--- src/include/sxt_pkg.sv ---
// Shared constants and types of the subtract/xor/trap execute unit
package sxt_pkg;
  // Register byte offsets
  localparam logic [7:0] A_CMD    = 8'h00;
  localparam logic [7:0] A_CTL    = 8'h04;
  localparam logic [7:0] A_INSTR  = 8'h08;
  localparam logic [7:0] A_DEST   = 8'h0C;
  localparam logic [7:0] A_SRC    = 8'h10;
  localparam logic [7:0] A_PSW    = 8'h14;
  localparam logic [7:0] A_RESULT = 8'h18;
  localparam logic [7:0] A_SP     = 8'h1C;
  localparam logic [7:0] A_CSP    = 8'h20;
  localparam logic [7:0] A_IP     = 8'h24;
  localparam logic [7:0] A_VECTOR_SEGMENT   = 8'h28;
  localparam logic [7:0] A_DECODE = 8'h2C;
  localparam logic [7:0] A_FRAME0 = 8'h30;
  localparam logic [7:0] A_FRAME1 = 8'h34;
  localparam logic [7:0] A_FRAME2 = 8'h38;
  // Command and status bits
  localparam int CMD_START = 0;
  localparam int ST_BUSY   = 0;
  localparam int ST_DONE   = 1;
  localparam int ST_ILL    = 2;
  // cpu_control_one fields
  localparam int CTL_SEGMENTATION_DISABLE = 0;
  localparam int CTL_VSP_LO = 1;
  localparam int CTL_W      = 3;
  // Flag positions in processor_status_word
  localparam int F_N = 0;
  localparam int F_C = 1;
  localparam int F_V = 2;
  localparam int F_Z = 3;
  localparam int F_E = 4;
  // Opcode groups (high nibble) and forms (low nibble, bit0 = byte)
  localparam logic [3:0] OPG_SUB_CARRY_WORD    = 4'h3;
  localparam logic [3:0] OPG_XOR     = 4'h5;
  localparam logic [3:0] FRM_RR      = 4'h0;
  localparam logic [3:0] FRM_SHORT   = 4'h8;
  localparam logic [3:0] FRM_MEMREG  = 4'h4;
  localparam logic [3:0] FRM_LIMM    = 4'h6;
  localparam logic [3:0] FRM_REGMEM  = 4'h2;
  localparam logic [7:0] OP_TRAP     = 8'h9B;
  localparam logic [15:0] MIN_WORD   = 16'h8000;
  localparam logic [7:0]  MIN_BYTE   = 8'h80;
  localparam logic [15:0] SP_STEP    = 16'h0002;
  localparam logic [2:0]  LEN_SHORT  = 3'h2;
  localparam logic [2:0]  LEN_LONG   = 3'h4;
  // Source operand modes
  typedef enum logic [2:0] {
    M_REG = 3'h0, M_IMM3 = 3'h1, M_IND_INC = 3'h2, M_IND = 3'h3,
    M_MEM_DST = 3'h4, M_IMM_LONG = 3'h5, M_MEM_SRC = 3'h6, M_NONE = 3'h7
  } sxt_mode_type;
  // Sequencer states
  typedef enum logic [4:0] {
    S_IDLE = 5'h01, S_EXEC = 5'h02, S_PSW = 5'h04, S_CSP = 5'h08, S_IP = 5'h10
  } sxt_state_type;
endpackage

--- src/hw/sxt_decode.sv ---
// Opcode decoder and subtract/xor datapath
`timescale 1ns/10ps
module sxt_decode (
  // Instruction and operands
  input  wire logic [31:0]          instr,
  input  wire logic [15:0]          dest_val,
  input  wire logic [15:0]          src_val,
  input  wire logic [15:0]          psw_in,
  // Decode results
  output logic                      valid,
  output logic                      is_trap,
  output logic                      is_byte,
  output sxt_pkg::sxt_mode_type     mode,
  output logic [2:0]                length,
  output logic [6:0]                trap_num,
  // Execute results
  output logic [15:0]               result,
  output logic [15:0]               psw_out
);
  logic [3:0]  grp;
  logic [3:0]  frm;
  logic        sub_op;
  logic        form_ok;
  logic [15:0] s;
  logic [15:0] d;
  logic [16:0] dw;
  logic [8:0]  db;
  logic [15:0] r;
  logic        msb;

  // Opcode and operand mode decode
  always_comb begin
    grp      = instr[7:4];
    frm      = {instr[3:1], 1'b0};
    is_byte  = instr[0];
    sub_op   = (grp == sxt_pkg::OPG_SUB_CARRY_WORD);
    trap_num = instr[15:9];
    is_trap  = (instr[7:0] == sxt_pkg::OP_TRAP) && !instr[8];
    form_ok  = 1'b1;
    length   = sxt_pkg::LEN_LONG;
    case (frm)
      sxt_pkg::FRM_RR: begin
        mode   = sxt_pkg::M_REG;
        length = sxt_pkg::LEN_SHORT;
      end
      sxt_pkg::FRM_SHORT: begin
        length = sxt_pkg::LEN_SHORT;
        if (!instr[11]) mode = sxt_pkg::M_IMM3;
        else if (instr[10]) mode = sxt_pkg::M_IND_INC;
        else mode = sxt_pkg::M_IND;
      end
      sxt_pkg::FRM_MEMREG: mode = sxt_pkg::M_MEM_DST;
      sxt_pkg::FRM_LIMM:   mode = sxt_pkg::M_IMM_LONG;
      sxt_pkg::FRM_REGMEM: mode = sxt_pkg::M_MEM_SRC;
      default: begin
        mode    = sxt_pkg::M_NONE;
        form_ok = 1'b0;
      end
    endcase
    valid = is_trap || (form_ok && (sub_op || grp == sxt_pkg::OPG_XOR));
    if (is_trap) begin
      mode   = sxt_pkg::M_NONE;
      length = sxt_pkg::LEN_SHORT;
    end
  end

  // Operand selection and arithmetic
  always_comb begin
    case (mode)
      sxt_pkg::M_IMM3:     s = {13'h0000, instr[10:8]};
      sxt_pkg::M_IMM_LONG: s = is_byte ? {8'h00, instr[23:16]} : instr[31:16];
      default:             s = src_val;
    endcase
    if (is_byte) s = {8'h00, s[7:0]};
    d  = is_byte ? {8'h00, dest_val[7:0]} : dest_val;
    dw = {1'b0, d} - {1'b0, s} - {16'h0000, psw_in[sxt_pkg::F_C]};
    db = {1'b0, d[7:0]} - {1'b0, s[7:0]} - {8'h00, psw_in[sxt_pkg::F_C]};
    psw_out = psw_in;
    if (sub_op) begin
      r = is_byte ? {8'h00, db[7:0]} : dw[15:0];
      psw_out[sxt_pkg::F_C] = is_byte ? db[8] : dw[16];
      psw_out[sxt_pkg::F_V] = is_byte ?
        (d[7] != s[7]) && (r[7] != d[7]) : (d[15] != s[15]) && (r[15] != d[15]);
      psw_out[sxt_pkg::F_Z] = (r == 16'h0000) && psw_in[sxt_pkg::F_Z];
    end else begin
      r = d ^ s;
      psw_out[sxt_pkg::F_C] = 1'b0;
      psw_out[sxt_pkg::F_V] = 1'b0;
      psw_out[sxt_pkg::F_Z] = (r == 16'h0000);
    end
    msb = is_byte ? r[7] : r[15];
    psw_out[sxt_pkg::F_N] = msb;
    psw_out[sxt_pkg::F_E] = is_byte ? (s[7:0] == sxt_pkg::MIN_BYTE)
                                    : (s == sxt_pkg::MIN_WORD);
    result = is_byte ? {dest_val[15:8], r[7:0]} : r;
  end
endmodule // sxt_decode

--- src/hw/sxt_exec.sv ---
// APB-controlled execute unit for carry subtract, exclusive OR and software trap
`timescale 1ns/10ps
module sxt_exec (
  // Clock and reset
  input  wire logic        pclk,
  input  wire logic        presetn,
  // APB slave
  input  wire logic        psel,
  input  wire logic        penable,
  input  wire logic        pwrite,
  input  wire logic [7:0]  paddr,
  input  wire logic [31:0] pwdata,
  output logic [31:0]      prdata,
  output logic             pready,
  output logic             pslverr
);
  // Whole state of the unit
  typedef struct packed {
    sxt_pkg::sxt_state_type st;
    logic [31:0]            instr;
    logic [15:0]            dest;
    logic [15:0]            src;
    logic [15:0]            processor_status_word;
    logic [15:0]            result;
    logic [15:0]            sp;
    logic [15:0]            code_segment_pointer;
    logic [15:0]            ip;
    logic [15:0]            vector_segment;
    logic [2:0]             ctl;
    logic                   done;
    logic                   ill;
    logic [1:0]             fcnt;
    logic [2:0][31:0]       frame;
    logic [31:0]            prdata;
    logic                   pready;
    logic                   pslverr;
  } sxt_regs_type;

  sxt_regs_type            q_r;
  sxt_regs_type            q_nxt;

  logic                    dec_valid;
  logic                    dec_trap;
  logic                    dec_byte;
  sxt_pkg::sxt_mode_type   dec_mode;
  logic [2:0]              dec_len;
  logic [6:0]              dec_tnum;
  logic [15:0]             dec_result;
  logic [15:0]             dec_psw;
  logic                    acc_done;
  logic                    busy;
  logic [15:0]             sp_dec;
  logic [15:0]             trap_vec;
  logic [1:0]              vsp;

  // Tells whether an offset is a mapped register
  function automatic logic reg_hit(input logic [7:0] a);
    case (a)
      sxt_pkg::A_CMD, sxt_pkg::A_CTL, sxt_pkg::A_INSTR, sxt_pkg::A_DEST,
      sxt_pkg::A_SRC, sxt_pkg::A_PSW, sxt_pkg::A_RESULT, sxt_pkg::A_SP,
      sxt_pkg::A_CSP, sxt_pkg::A_IP, sxt_pkg::A_VECTOR_SEGMENT, sxt_pkg::A_DECODE,
      sxt_pkg::A_FRAME0, sxt_pkg::A_FRAME1, sxt_pkg::A_FRAME2: reg_hit = 1'b1;
      default: reg_hit = 1'b0;
    endcase
  endfunction

  // Tells whether an offset may be written by software
  function automatic logic reg_writable(input logic [7:0] a);
    case (a)
      sxt_pkg::A_CMD, sxt_pkg::A_CTL, sxt_pkg::A_INSTR, sxt_pkg::A_DEST,
      sxt_pkg::A_SRC, sxt_pkg::A_PSW, sxt_pkg::A_SP, sxt_pkg::A_CSP,
      sxt_pkg::A_IP, sxt_pkg::A_VECTOR_SEGMENT: reg_writable = 1'b1;
      default: reg_writable = 1'b0;
    endcase
  endfunction

  // Decoder and datapath
  sxt_decode u_dec (
    .instr    (q_r.instr),
    .dest_val (q_r.dest),
    .src_val  (q_r.src),
    .psw_in   (q_r.processor_status_word),
    .valid    (dec_valid),
    .is_trap  (dec_trap),
    .is_byte  (dec_byte),
    .mode     (dec_mode),
    .length   (dec_len),
    .trap_num (dec_tnum),
    .result   (dec_result),
    .psw_out  (dec_psw)
  );

  // Helper terms for bus and trap sequencing
  always_comb begin
    acc_done = psel && penable && q_r.pready;
    busy     = (q_r.st != sxt_pkg::S_IDLE);
    sp_dec   = q_r.sp - sxt_pkg::SP_STEP;
    vsp      = q_r.ctl[sxt_pkg::CTL_VSP_LO +: 2];
    trap_vec = 16'({dec_tnum, 2'b00}) << vsp;
  end

  // Next-state logic: bus slave, register writes and sequencer
  always_comb begin
    q_nxt         = q_r;
    q_nxt.pready  = 1'b0;
    q_nxt.pslverr = 1'b0;
    q_nxt.prdata  = 32'h0000_0000;

    // Setup phase: prepare answer for the access phase
    if (psel && !penable && !q_r.pready) begin
      q_nxt.pready  = 1'b1;
      q_nxt.pslverr = !reg_hit(paddr) || (pwrite && busy && reg_writable(paddr));
      if (!pwrite) begin
        case (paddr)
          sxt_pkg::A_CMD:    q_nxt.prdata = {29'h0000_0000, q_r.ill, q_r.done, busy};
          sxt_pkg::A_CTL:    q_nxt.prdata = {29'h0000_0000, q_r.ctl};
          sxt_pkg::A_INSTR:  q_nxt.prdata = q_r.instr;
          sxt_pkg::A_DEST:   q_nxt.prdata = {16'h0000, q_r.dest};
          sxt_pkg::A_SRC:    q_nxt.prdata = {16'h0000, q_r.src};
          sxt_pkg::A_PSW:    q_nxt.prdata = {16'h0000, q_r.processor_status_word};
          sxt_pkg::A_RESULT: q_nxt.prdata = {16'h0000, q_r.result};
          sxt_pkg::A_SP:     q_nxt.prdata = {16'h0000, q_r.sp};
          sxt_pkg::A_CSP:    q_nxt.prdata = {16'h0000, q_r.code_segment_pointer};
          sxt_pkg::A_IP:     q_nxt.prdata = {16'h0000, q_r.ip};
          sxt_pkg::A_VECTOR_SEGMENT:   q_nxt.prdata = {16'h0000, q_r.vector_segment};
          sxt_pkg::A_DECODE: q_nxt.prdata = {19'h0_0000, q_r.fcnt,
                                             dec_len, dec_mode, dec_byte, dec_trap,
                                             dec_valid, q_r.instr[9:8]};
          sxt_pkg::A_FRAME0: q_nxt.prdata = q_r.frame[0];
          sxt_pkg::A_FRAME1: q_nxt.prdata = q_r.frame[1];
          sxt_pkg::A_FRAME2: q_nxt.prdata = q_r.frame[2];
          default:           q_nxt.prdata = 32'h0000_0000;
        endcase
      end
    end

    // Access phase: writes take effect, refused while busy
    if (acc_done && pwrite && !busy) begin
      case (paddr)
        sxt_pkg::A_CMD: begin
          if (pwdata[sxt_pkg::CMD_START]) begin
            q_nxt.st   = sxt_pkg::S_EXEC;
            q_nxt.done = 1'b0;
            q_nxt.ill  = 1'b0;
          end
        end
        sxt_pkg::A_CTL:   q_nxt.ctl   = pwdata[sxt_pkg::CTL_W-1:0];
        sxt_pkg::A_INSTR: q_nxt.instr = pwdata;
        sxt_pkg::A_DEST:  q_nxt.dest  = pwdata[15:0];
        sxt_pkg::A_SRC:   q_nxt.src   = pwdata[15:0];
        sxt_pkg::A_PSW:   q_nxt.processor_status_word   = pwdata[15:0];
        sxt_pkg::A_SP:    q_nxt.sp    = pwdata[15:0];
        sxt_pkg::A_CSP:   q_nxt.code_segment_pointer   = pwdata[15:0];
        sxt_pkg::A_IP:    q_nxt.ip    = pwdata[15:0];
        sxt_pkg::A_VECTOR_SEGMENT:  q_nxt.vector_segment  = pwdata[15:0];
        default: ;
      endcase
    end

    // Execution sequencer
    case (q_r.st)
      sxt_pkg::S_IDLE: ;
      sxt_pkg::S_EXEC: begin
        if (!dec_valid) begin
          q_nxt.ill  = 1'b1;
          q_nxt.done = 1'b1;
          q_nxt.st   = sxt_pkg::S_IDLE;
        end else if (dec_trap) begin
          q_nxt.fcnt  = 2'b00;
          q_nxt.frame = '0;
          q_nxt.st    = sxt_pkg::S_PSW;
        end else begin
          q_nxt.result = dec_result;
          q_nxt.dest   = dec_result;
          q_nxt.processor_status_word    = dec_psw;
          q_nxt.done   = 1'b1;
          q_nxt.st     = sxt_pkg::S_IDLE;
        end
      end
      sxt_pkg::S_PSW: begin
        // Status word saved untouched, priority included
        q_nxt.sp       = sp_dec;
        q_nxt.frame[0] = {sp_dec, q_r.processor_status_word};
        q_nxt.fcnt     = 2'b01;
        if (!q_r.ctl[sxt_pkg::CTL_SEGMENTATION_DISABLE]) q_nxt.st = sxt_pkg::S_CSP;
        else q_nxt.st = sxt_pkg::S_IP;
      end
      sxt_pkg::S_CSP: begin
        q_nxt.sp       = sp_dec;
        q_nxt.frame[1] = {sp_dec, q_r.code_segment_pointer};
        q_nxt.fcnt     = 2'b10;
        q_nxt.st       = sxt_pkg::S_IP;
      end
      sxt_pkg::S_IP: begin
        // Segment loaded, pointer pushed, vector taken; no source marker kept
        q_nxt.code_segment_pointer             = q_r.vector_segment;
        q_nxt.sp              = sp_dec;
        q_nxt.frame[q_r.fcnt] = {sp_dec, q_r.ip};
        q_nxt.fcnt            = q_r.fcnt + 2'b01;
        q_nxt.ip              = trap_vec;
        q_nxt.done            = 1'b1;
        q_nxt.st              = sxt_pkg::S_IDLE;
      end
      default: q_nxt.st = sxt_pkg::S_IDLE;
    endcase
  end

  // State register
  always_ff @(posedge pclk or negedge presetn) begin
    if (!presetn) begin
      q_r    <= '0;
      q_r.st <= sxt_pkg::S_IDLE;
    end else begin
      q_r <= q_nxt;
    end
  end

  // Bus outputs straight from flops
  always_comb begin
    prdata  = q_r.prdata;
    pready  = q_r.pready;
    pslverr = q_r.pslverr;
  end
endmodule // sxt_exec

--- config.mk ---
export PLATFORM = sky130hd
export DESIGN_NAME = sxt_exec
export DESIGN_NICKNAME = d
export VERILOG_FILES = /design/src/include/sxt_pkg.sv /design/src/hw/sxt_decode.sv /design/src/hw/sxt_exec.sv
export SDC_FILE = /design/constraint.sdc
export NUM_CORES = 1
export LEC_CHECK = 0
export ABC_AREA = 1
export BUFFER_PORTS_ARGS = -buffer_cell sky130_fd_sc_hd__buf_2
export CAP_MARGIN = 25
export CELL_PAD_IN_SITES_DETAIL_PLACEMENT = 1
export CELL_PAD_IN_SITES_GLOBAL_PLACEMENT = 1
export CORE_MARGIN = 1
export CORE_UTILIZATION = 30
export CTS_CLUSTER_DIAMETER = 100
export DETAILED_ROUTE_END_ITERATION = 12
export HOLD_SLACK_MARGIN = 0.08
export PLACE_DENSITY_LB_ADDON = 0.1
export SLEW_MARGIN = 20
export SYNTH_ARGS = -nofsm -noshare
export SYNTH_HDL_FRONTEND = slang
export SYNTH_SLANG_ARGS = --single-unit
--- constraint.sdc ---
create_clock -name pclk -period 3.1 [get_ports pclk]
set_input_delay 0 -clock pclk [delete_from_list [all_inputs] [get_ports pclk]]
set_output_delay 0 -clock pclk [all_outputs]
set_load 0.02 [all_outputs]
* Yosys cells after proc, flatten, opt, wreduce, memory -nomap -nowiden
Memory sizes are Yosys's and may differ from the RTL's.
Cells that the tools add are included.
** Word-level totals
- Bits in registers :: 302
- Memory bits (read-only) :: 64
- Input bits :: 45
- Output and inout bits :: 34
- Word-level logic and storage cells :: 194
- Memories kept :: 1
** Memories
- (name not given) :: words 64, bits a word 1, rd ports 1, clocked after Yosys merged registers in 0, wr ports 0, RTL line sxt_exec.sv:58 : case (a)
** Cells by class
- $add $sub $neg :: 6
- $lt $le $gt $ge :: 2
- Equal/unequal tests :: 41
- Shift operators :: 1
- Multiplexer cells :: 67
- Bitwise gates (word level) :: 2
- Reduce and logical (&&, ||, !) cells :: 53
** Operators with widths (count)
- $pmux W32 S15 :: 1
- $mux W16 :: 17
- $mux W32 :: 7
- $mux W98 :: 2
- $pmux W32 S3 :: 2
- $bwmux W96 :: 1
- $mux W85 :: 1
- $mux W69 :: 1
- $demux W32 S2 :: 1
- $pmux W32 S2 :: 1
- $eq A8 B6 Y1 const B :: 7
- $mux W34 :: 1
- $eq A8 B5 Y1 const B :: 4
- $logic_not A16 Y1 :: 2
- $pmux W16 S2 :: 1
- $mux W3 :: 7
- $mux W5 :: 4
- $pmux W5 S4 :: 1
- $reduce_and A3 Y1 :: 6
- $sub A16 B16 Y17 :: 1
- $sub A17 B1 Y17 :: 1
- $eq A16 B16 Y1 const B :: 1
- $eq A8 B4 Y1 const B :: 2
- $eq A8 B8 Y1 const B :: 2
- other kinds (44) :: 98

* Logic depth before layout (Yosys ltp)
- Depth after elaboration :: 17
- Gate-level depth with buffers :: 27
- Depth with buffers taken out :: 27

* Modules after synthesis
Synthesis repeated with hierarchy kept, for this count alone.
** Second synthesis, totals
- Cells, all modules :: 2520
- Area, all modules :: 18071.1 µm²
** Modules (own cells, without submodules)
- sxt_exec :: instances 1, cells an instance 2049, area an instance 15633.7 µm², seq. area each 7558.5 µm²
- sxt_decode :: instances 1, cells an instance 471, area an instance 2437.3 µm², seq. area each 0.0 µm²

* Least setup slack after synthesis
OpenSTA, ideal clock, no wires.
- Path kind :: register -> register
- Start point :: reg q_r[266] (netlist bit)
- End point :: reg q_r[215] (netlist bit)
- Setup time :: 0.134 ns
- Arrival time :: 3.012 ns
- Path slack :: -0.046 ns
- Stages on the path, launching flop included :: 23
- Path through :: dfrtp_1 nor2_2 inv_1 o21ai_2 inv_1 nand2_2 nand2_1 nand3_1 inv_1 fa_1 fa_1 inv_1 nand2_1 nand2_1 nand2_1 nand2_1 nand2_1 nand3_1 nand3_1 nor2_1 nor3_1 o21ai_0 o21ai_0
** On the way
- Cells in the longest elaborated chain, start to end :: 11
- Elaborated cells between the ends (all ways) :: 25
** RTL lines
- from (decl) :: RTL line sxt_exec.sv:39 : sxt_regs_type q_r;
- from (signal assigned) :: RTL line sxt_exec.sv:214 : q_r <= q_nxt;
- $eq A3 B1 Y1 (tied with other cells) :: RTL line sxt_decode.sv:41 : case (frm)
- $pmux W3 S5 / $logic_and A1 B1 Y1 (equally long branches) :: RTL line sxt_decode.sv:41, sxt_decode.sv:38
- $mux W3 :: RTL line sxt_decode.sv:61 : if (is_trap) begin
- $eq A3 B3 Y1 / $eq A3 B1 Y1 (equally long branches) :: RTL line sxt_decode.sv:69 : case (mode)
- $pmux W16 S2 :: RTL line sxt_decode.sv:69
- $mux W16 :: RTL line sxt_decode.sv:74 : if (is_byte) s = {8'h00, s[7:0]};
- $sub A16 B16 Y17 :: RTL line sxt_decode.sv:76 : dw = {1'b0, d} - {1'b0, s} - {16'h0000, psw_in[sxt_pkg::F_C]};
- $sub A17 B1 Y17 :: RTL line sxt_decode.sv:76
- $mux W16 :: RTL line sxt_decode.sv:80 : r = is_byte ? {8'h00, db[7:0]} : dw[15:0];
- $mux W16 :: RTL line sxt_decode.sv:79 : if (sub_op) begin
- $mux W16 :: RTL line sxt_decode.sv:95 : result = is_byte ? {dest_val[15:8], r[7:0]} : r;
Parallel ways exist; a longest one is shown, timed or not.
A chain may end at the register's enable or synchronous reset.

==> qor.yml <==
synthesis:
  synth_area_um2: 16200
  syn_avg_cell_area_um2: 8.16
  postSynthCellCount: 1990
  ys_types: 55
  synth_compound_area_share_pct: 20.2
  synth_top_family_by_area: "compound AO/OA/AOI/OAI gates"
  async_flop_share_pct: 100
  synthMuxAreaShare_pct: 0.763
  ys_seq_area_share_pct: 46.5
  ys_warn_count: 0
  synth_seq_cells: 302
  synthXorXnorAreaFrac_pct: 0.809
  syn_nets: 2071
  synth_simple_gate_area_share_pct: 17.2
  synth-edff-count: 0
  synth_ff_type: "dfrtp_1"
  synthAdderAreaFrac_pct: 2.87
place:
  gp_congestion: 0.913
  dpl_worst_slack_ns: -0.505
  io_buffers: 78
  dp_hpwl_mm: 57.3
critical_path:
  critical_path_class: "flip-flop to flip-flop"
  cp_max_fo: 6
  critPathArrivalTime_ns: 3.75
  rrSetupSlack_ns: -0.20
  endpoint_kind: "flip-flop"
  worstPathRequired_ns: 3.55
  crit-reg2reg-launch: "q_r[267]"
  crit_path_start_kind: "flip-flop"
  rr_endpoint: "q_r[221]"
  reg2reg_depth: 25
global_route:
  met1_usage_pct: 38.5
  top_usage_layer: "met2"
  antenna_found_initial: 8
  grt_start_max_net_pins: 94
  grtUsageMet2_pct: 46.8
  grt_pass1_vias: 16600
  overflow: 0
  grt_pass1_wl_mm: 115
  use_met3_pct: 3.22
  grt_use_total_pct: 28.3
routing:
  wl_mm: 77.7
  drc: 0
  viasPerCell: 5.36
  dr.first_iter.drc_count: 1410
  drtPass1Iterations: 5
  postRouteAntennaNets: 0
  routedWlPerCell_um: 26.3
  vias: 15800
sta:
  finalHoldViolCount: 0
  setup_tns_ns: -2.23
  rsz0062_at_grt: "true"
  slew_viol_final: 0
  period_share_pct: 107
  slew_headroom_pct: 36.7
  period_needed_ns: 3.30
  setup_slack_ns: -0.204
  fin_skew_ns: 0.0154
  hold_ws_ns: 0.0659
  fmax_ghz: 0.303
  worst_pin_slew_ns: 0.947
  finalSetupViolCount: 26
cts:
  insertion_delay_ns: 0.56
  htreeDepth: 2
  cts_buffers: 38
  cts_sinks: 302
  clockBufferDepth: 3
  clkTransAtPathRegs_ns: 0.06
  root_buffer: "clkbuf_16"
  cts_tree: "yes"
worst_hold_path:
  hold_path.class: "input port to async pin"
power_and_ir_drop:
  swShare_pct: 24.0
  total_leakage_power_uw: 0.00962
  peakVddDrop_v: 0.000326
  p_int_uw: 6760
  p_clk_share_pct: 51.5
  net-switching-power_uw: 2140
  p_seq_share_pct: 44.6
  power_frac_comb_pct: 4.0
  p_per_area_nw_per_um2: 426
floorplanning:
  die_x_um: 235
  core_area_um2: 53000
  num_io_pins: 79
  start_util_pct: 30.7
  fp-row-count: 84
  dieArea_um2: 55100
  fp.dieH_um: 235
run:
  drv_cap: 0
status:
  violations: "negative setup slack"
  status: "finished with violations"
layout:
  utilization_pct: 39.4
  layout-drive-gt1-share_pct: 23.9
  syn_to_final_growth_pct: 28.7
  final_nets: 2315
  antenna_cells: 0
  layout_commonest_cell: "nand2_1"
  final.fill_count: 6279
  final_cell_mix: "nand2_1 (358), inv_1 (300), dfrtp_1 (299)"
==> cells by family after synthesis <==
logic type,count (synthesis)
compound gates,535
xor+xnor,15
fa+ha+maj,36
buf+inv,449
flops,302
mux,11
simple gates,642
==> Yosys cell counts (3+ instances only) <==
master	count	share of area (%)
nor2_8	6	0.74
o21ai_1	18	0.55
nand2_2	4	0.15
inv_1	318	7.4
mux2_2	11	0.76
o21bai_1	4	0.18
a41oi_1	12	0.65
nor3_1	15	0.46
nand3b_1	3	0.14
nand4_1	11	0.42
o211ai_1	16	0.74
a211oi_1	12	0.55
a31oi_1	8	0.31
o221ai_1	39	2.1
a22oi_1	13	0.60
o21ai_0	171	5.3
buf_2	27	0.83
a21oi_1	89	2.7
nand3_1	54	1.7
clkbuf_1	40	0.92
inv_2	19	0.44
nor2_2	12	0.46
nand2_1	396	9.2
a221oi_1	20	1.1
o22ai_1	122	4.7
dfrtp_1	301	46
nor2_1	120	2.8
nor4_1	9	0.35
buf_4	41	1.9
xor2_1	14	0.76
ha_1	34	2.6
nor2_4	4	0.28
==> final cells by class <==
| class | count | area, µm² | share of cell area (%) |
|---|---|---|---|
| flip-flops and latches | 302 | 7560 | 36.2 |
| multi-input cells | 1239 | 7520 | 36.0 |
| repair buffers | 314 | 2420 | 11.6 |
| inverters | 339 | 1270 | 6.10 |
| clock buffers | 54 | 1080 | 5.18 |
| well taps | 688 | 861 | 4.12 |
| clock inverters | 13 | 174 | 0.832 |
==> flip-flops by register name, summed over array words and instances (netlist names) <==
name	flops
q_r	268
prdata	32
pready	1
pslverr	1
==> power by group through the flow <==
stage	Sequential [µW]	Clock (µW)	Combinational [µW]
3_5_place_dp	4030	0	295
6_report	3960	4580	352
5_1_grt	3960	4790	382
2_1_floorplan	4030	0	66.0
3_3_place_gp	4030	0	294
4_1_cts	3960	4670	353
==> stage by stage <==
step / total power (µW) / instance area [µm²] / cells
final: 8890 / 20900 / 2949
after floorplan: 4100 / 16200 / 1990
after detailed placement: 4330 / 18200 / 2799
after global placement: 4330 / 18200 / 2799
after CTS: 8980 / 20800 / 2949
after global routing: 9130 / 20900 / 2949
==> how the worst max path moves through the flow <==
stage	start	to	slack [ns]	depth (start not counted)
floorplan	q_r[267]	q_r[220]	0.04	26
global placement	q_r[267]	q_r[214]	-0.44	21
detailed placement	q_r[267]	q_r[211]	-0.51	21
CTS	q_r[266]	q_r[208]	-0.11	23
global route	q_r[266]	q_r[205]	-0.39	24
finish	q_r[267]	q_r[221]	-0.20	25
==> repair_timing <==
| item | 4_1_cts | 5_1_grt |
|---|---|---|
| hold buffers | 42 | 0 |
| setup endpoints to repair | 26 | 34 |
| cloned | 0 | 0 |
| endpoints found under the hold margin | 238 | 0 |
| buffers inserted | 43 | 0 |
| pin swaps | 54 | 13 |
| gates resized for setup | 176 | 20 |
==> critical path, cell delays in order (launching register included) <==
cell and delay (ns):
dfrtp_2 0.47, nor2_4 0.13, inv_2 0.06, o21ai_4 0.16
inv_2 0.06, nand2_4 0.08, buf_6 0.14, a22oi_2 0.08
buf_4 0.15, buf_4 0.13, buf_4 0.13, buf_4 0.12
buf_4 0.12, buf_4 0.12, buf_4 0.12, buf_4 0.11
buf_4 0.12, buf_4 0.12, buf_4 0.13, buf_4 0.13
buf_4 0.13, buf_4 0.12, nand3_1 0.07, nor3_1 0.04
nand3_1 0.06, o21ai_1 0.07
==> layer usage <==
layer  share of wire [%]  wire length (µm)
met2                  47             36500
met5               0.015                12
met4                 3.2              2520
met1                  45             35100
met3                 4.6              3540
Note: power is estimated with default switching activity, not from simulation.
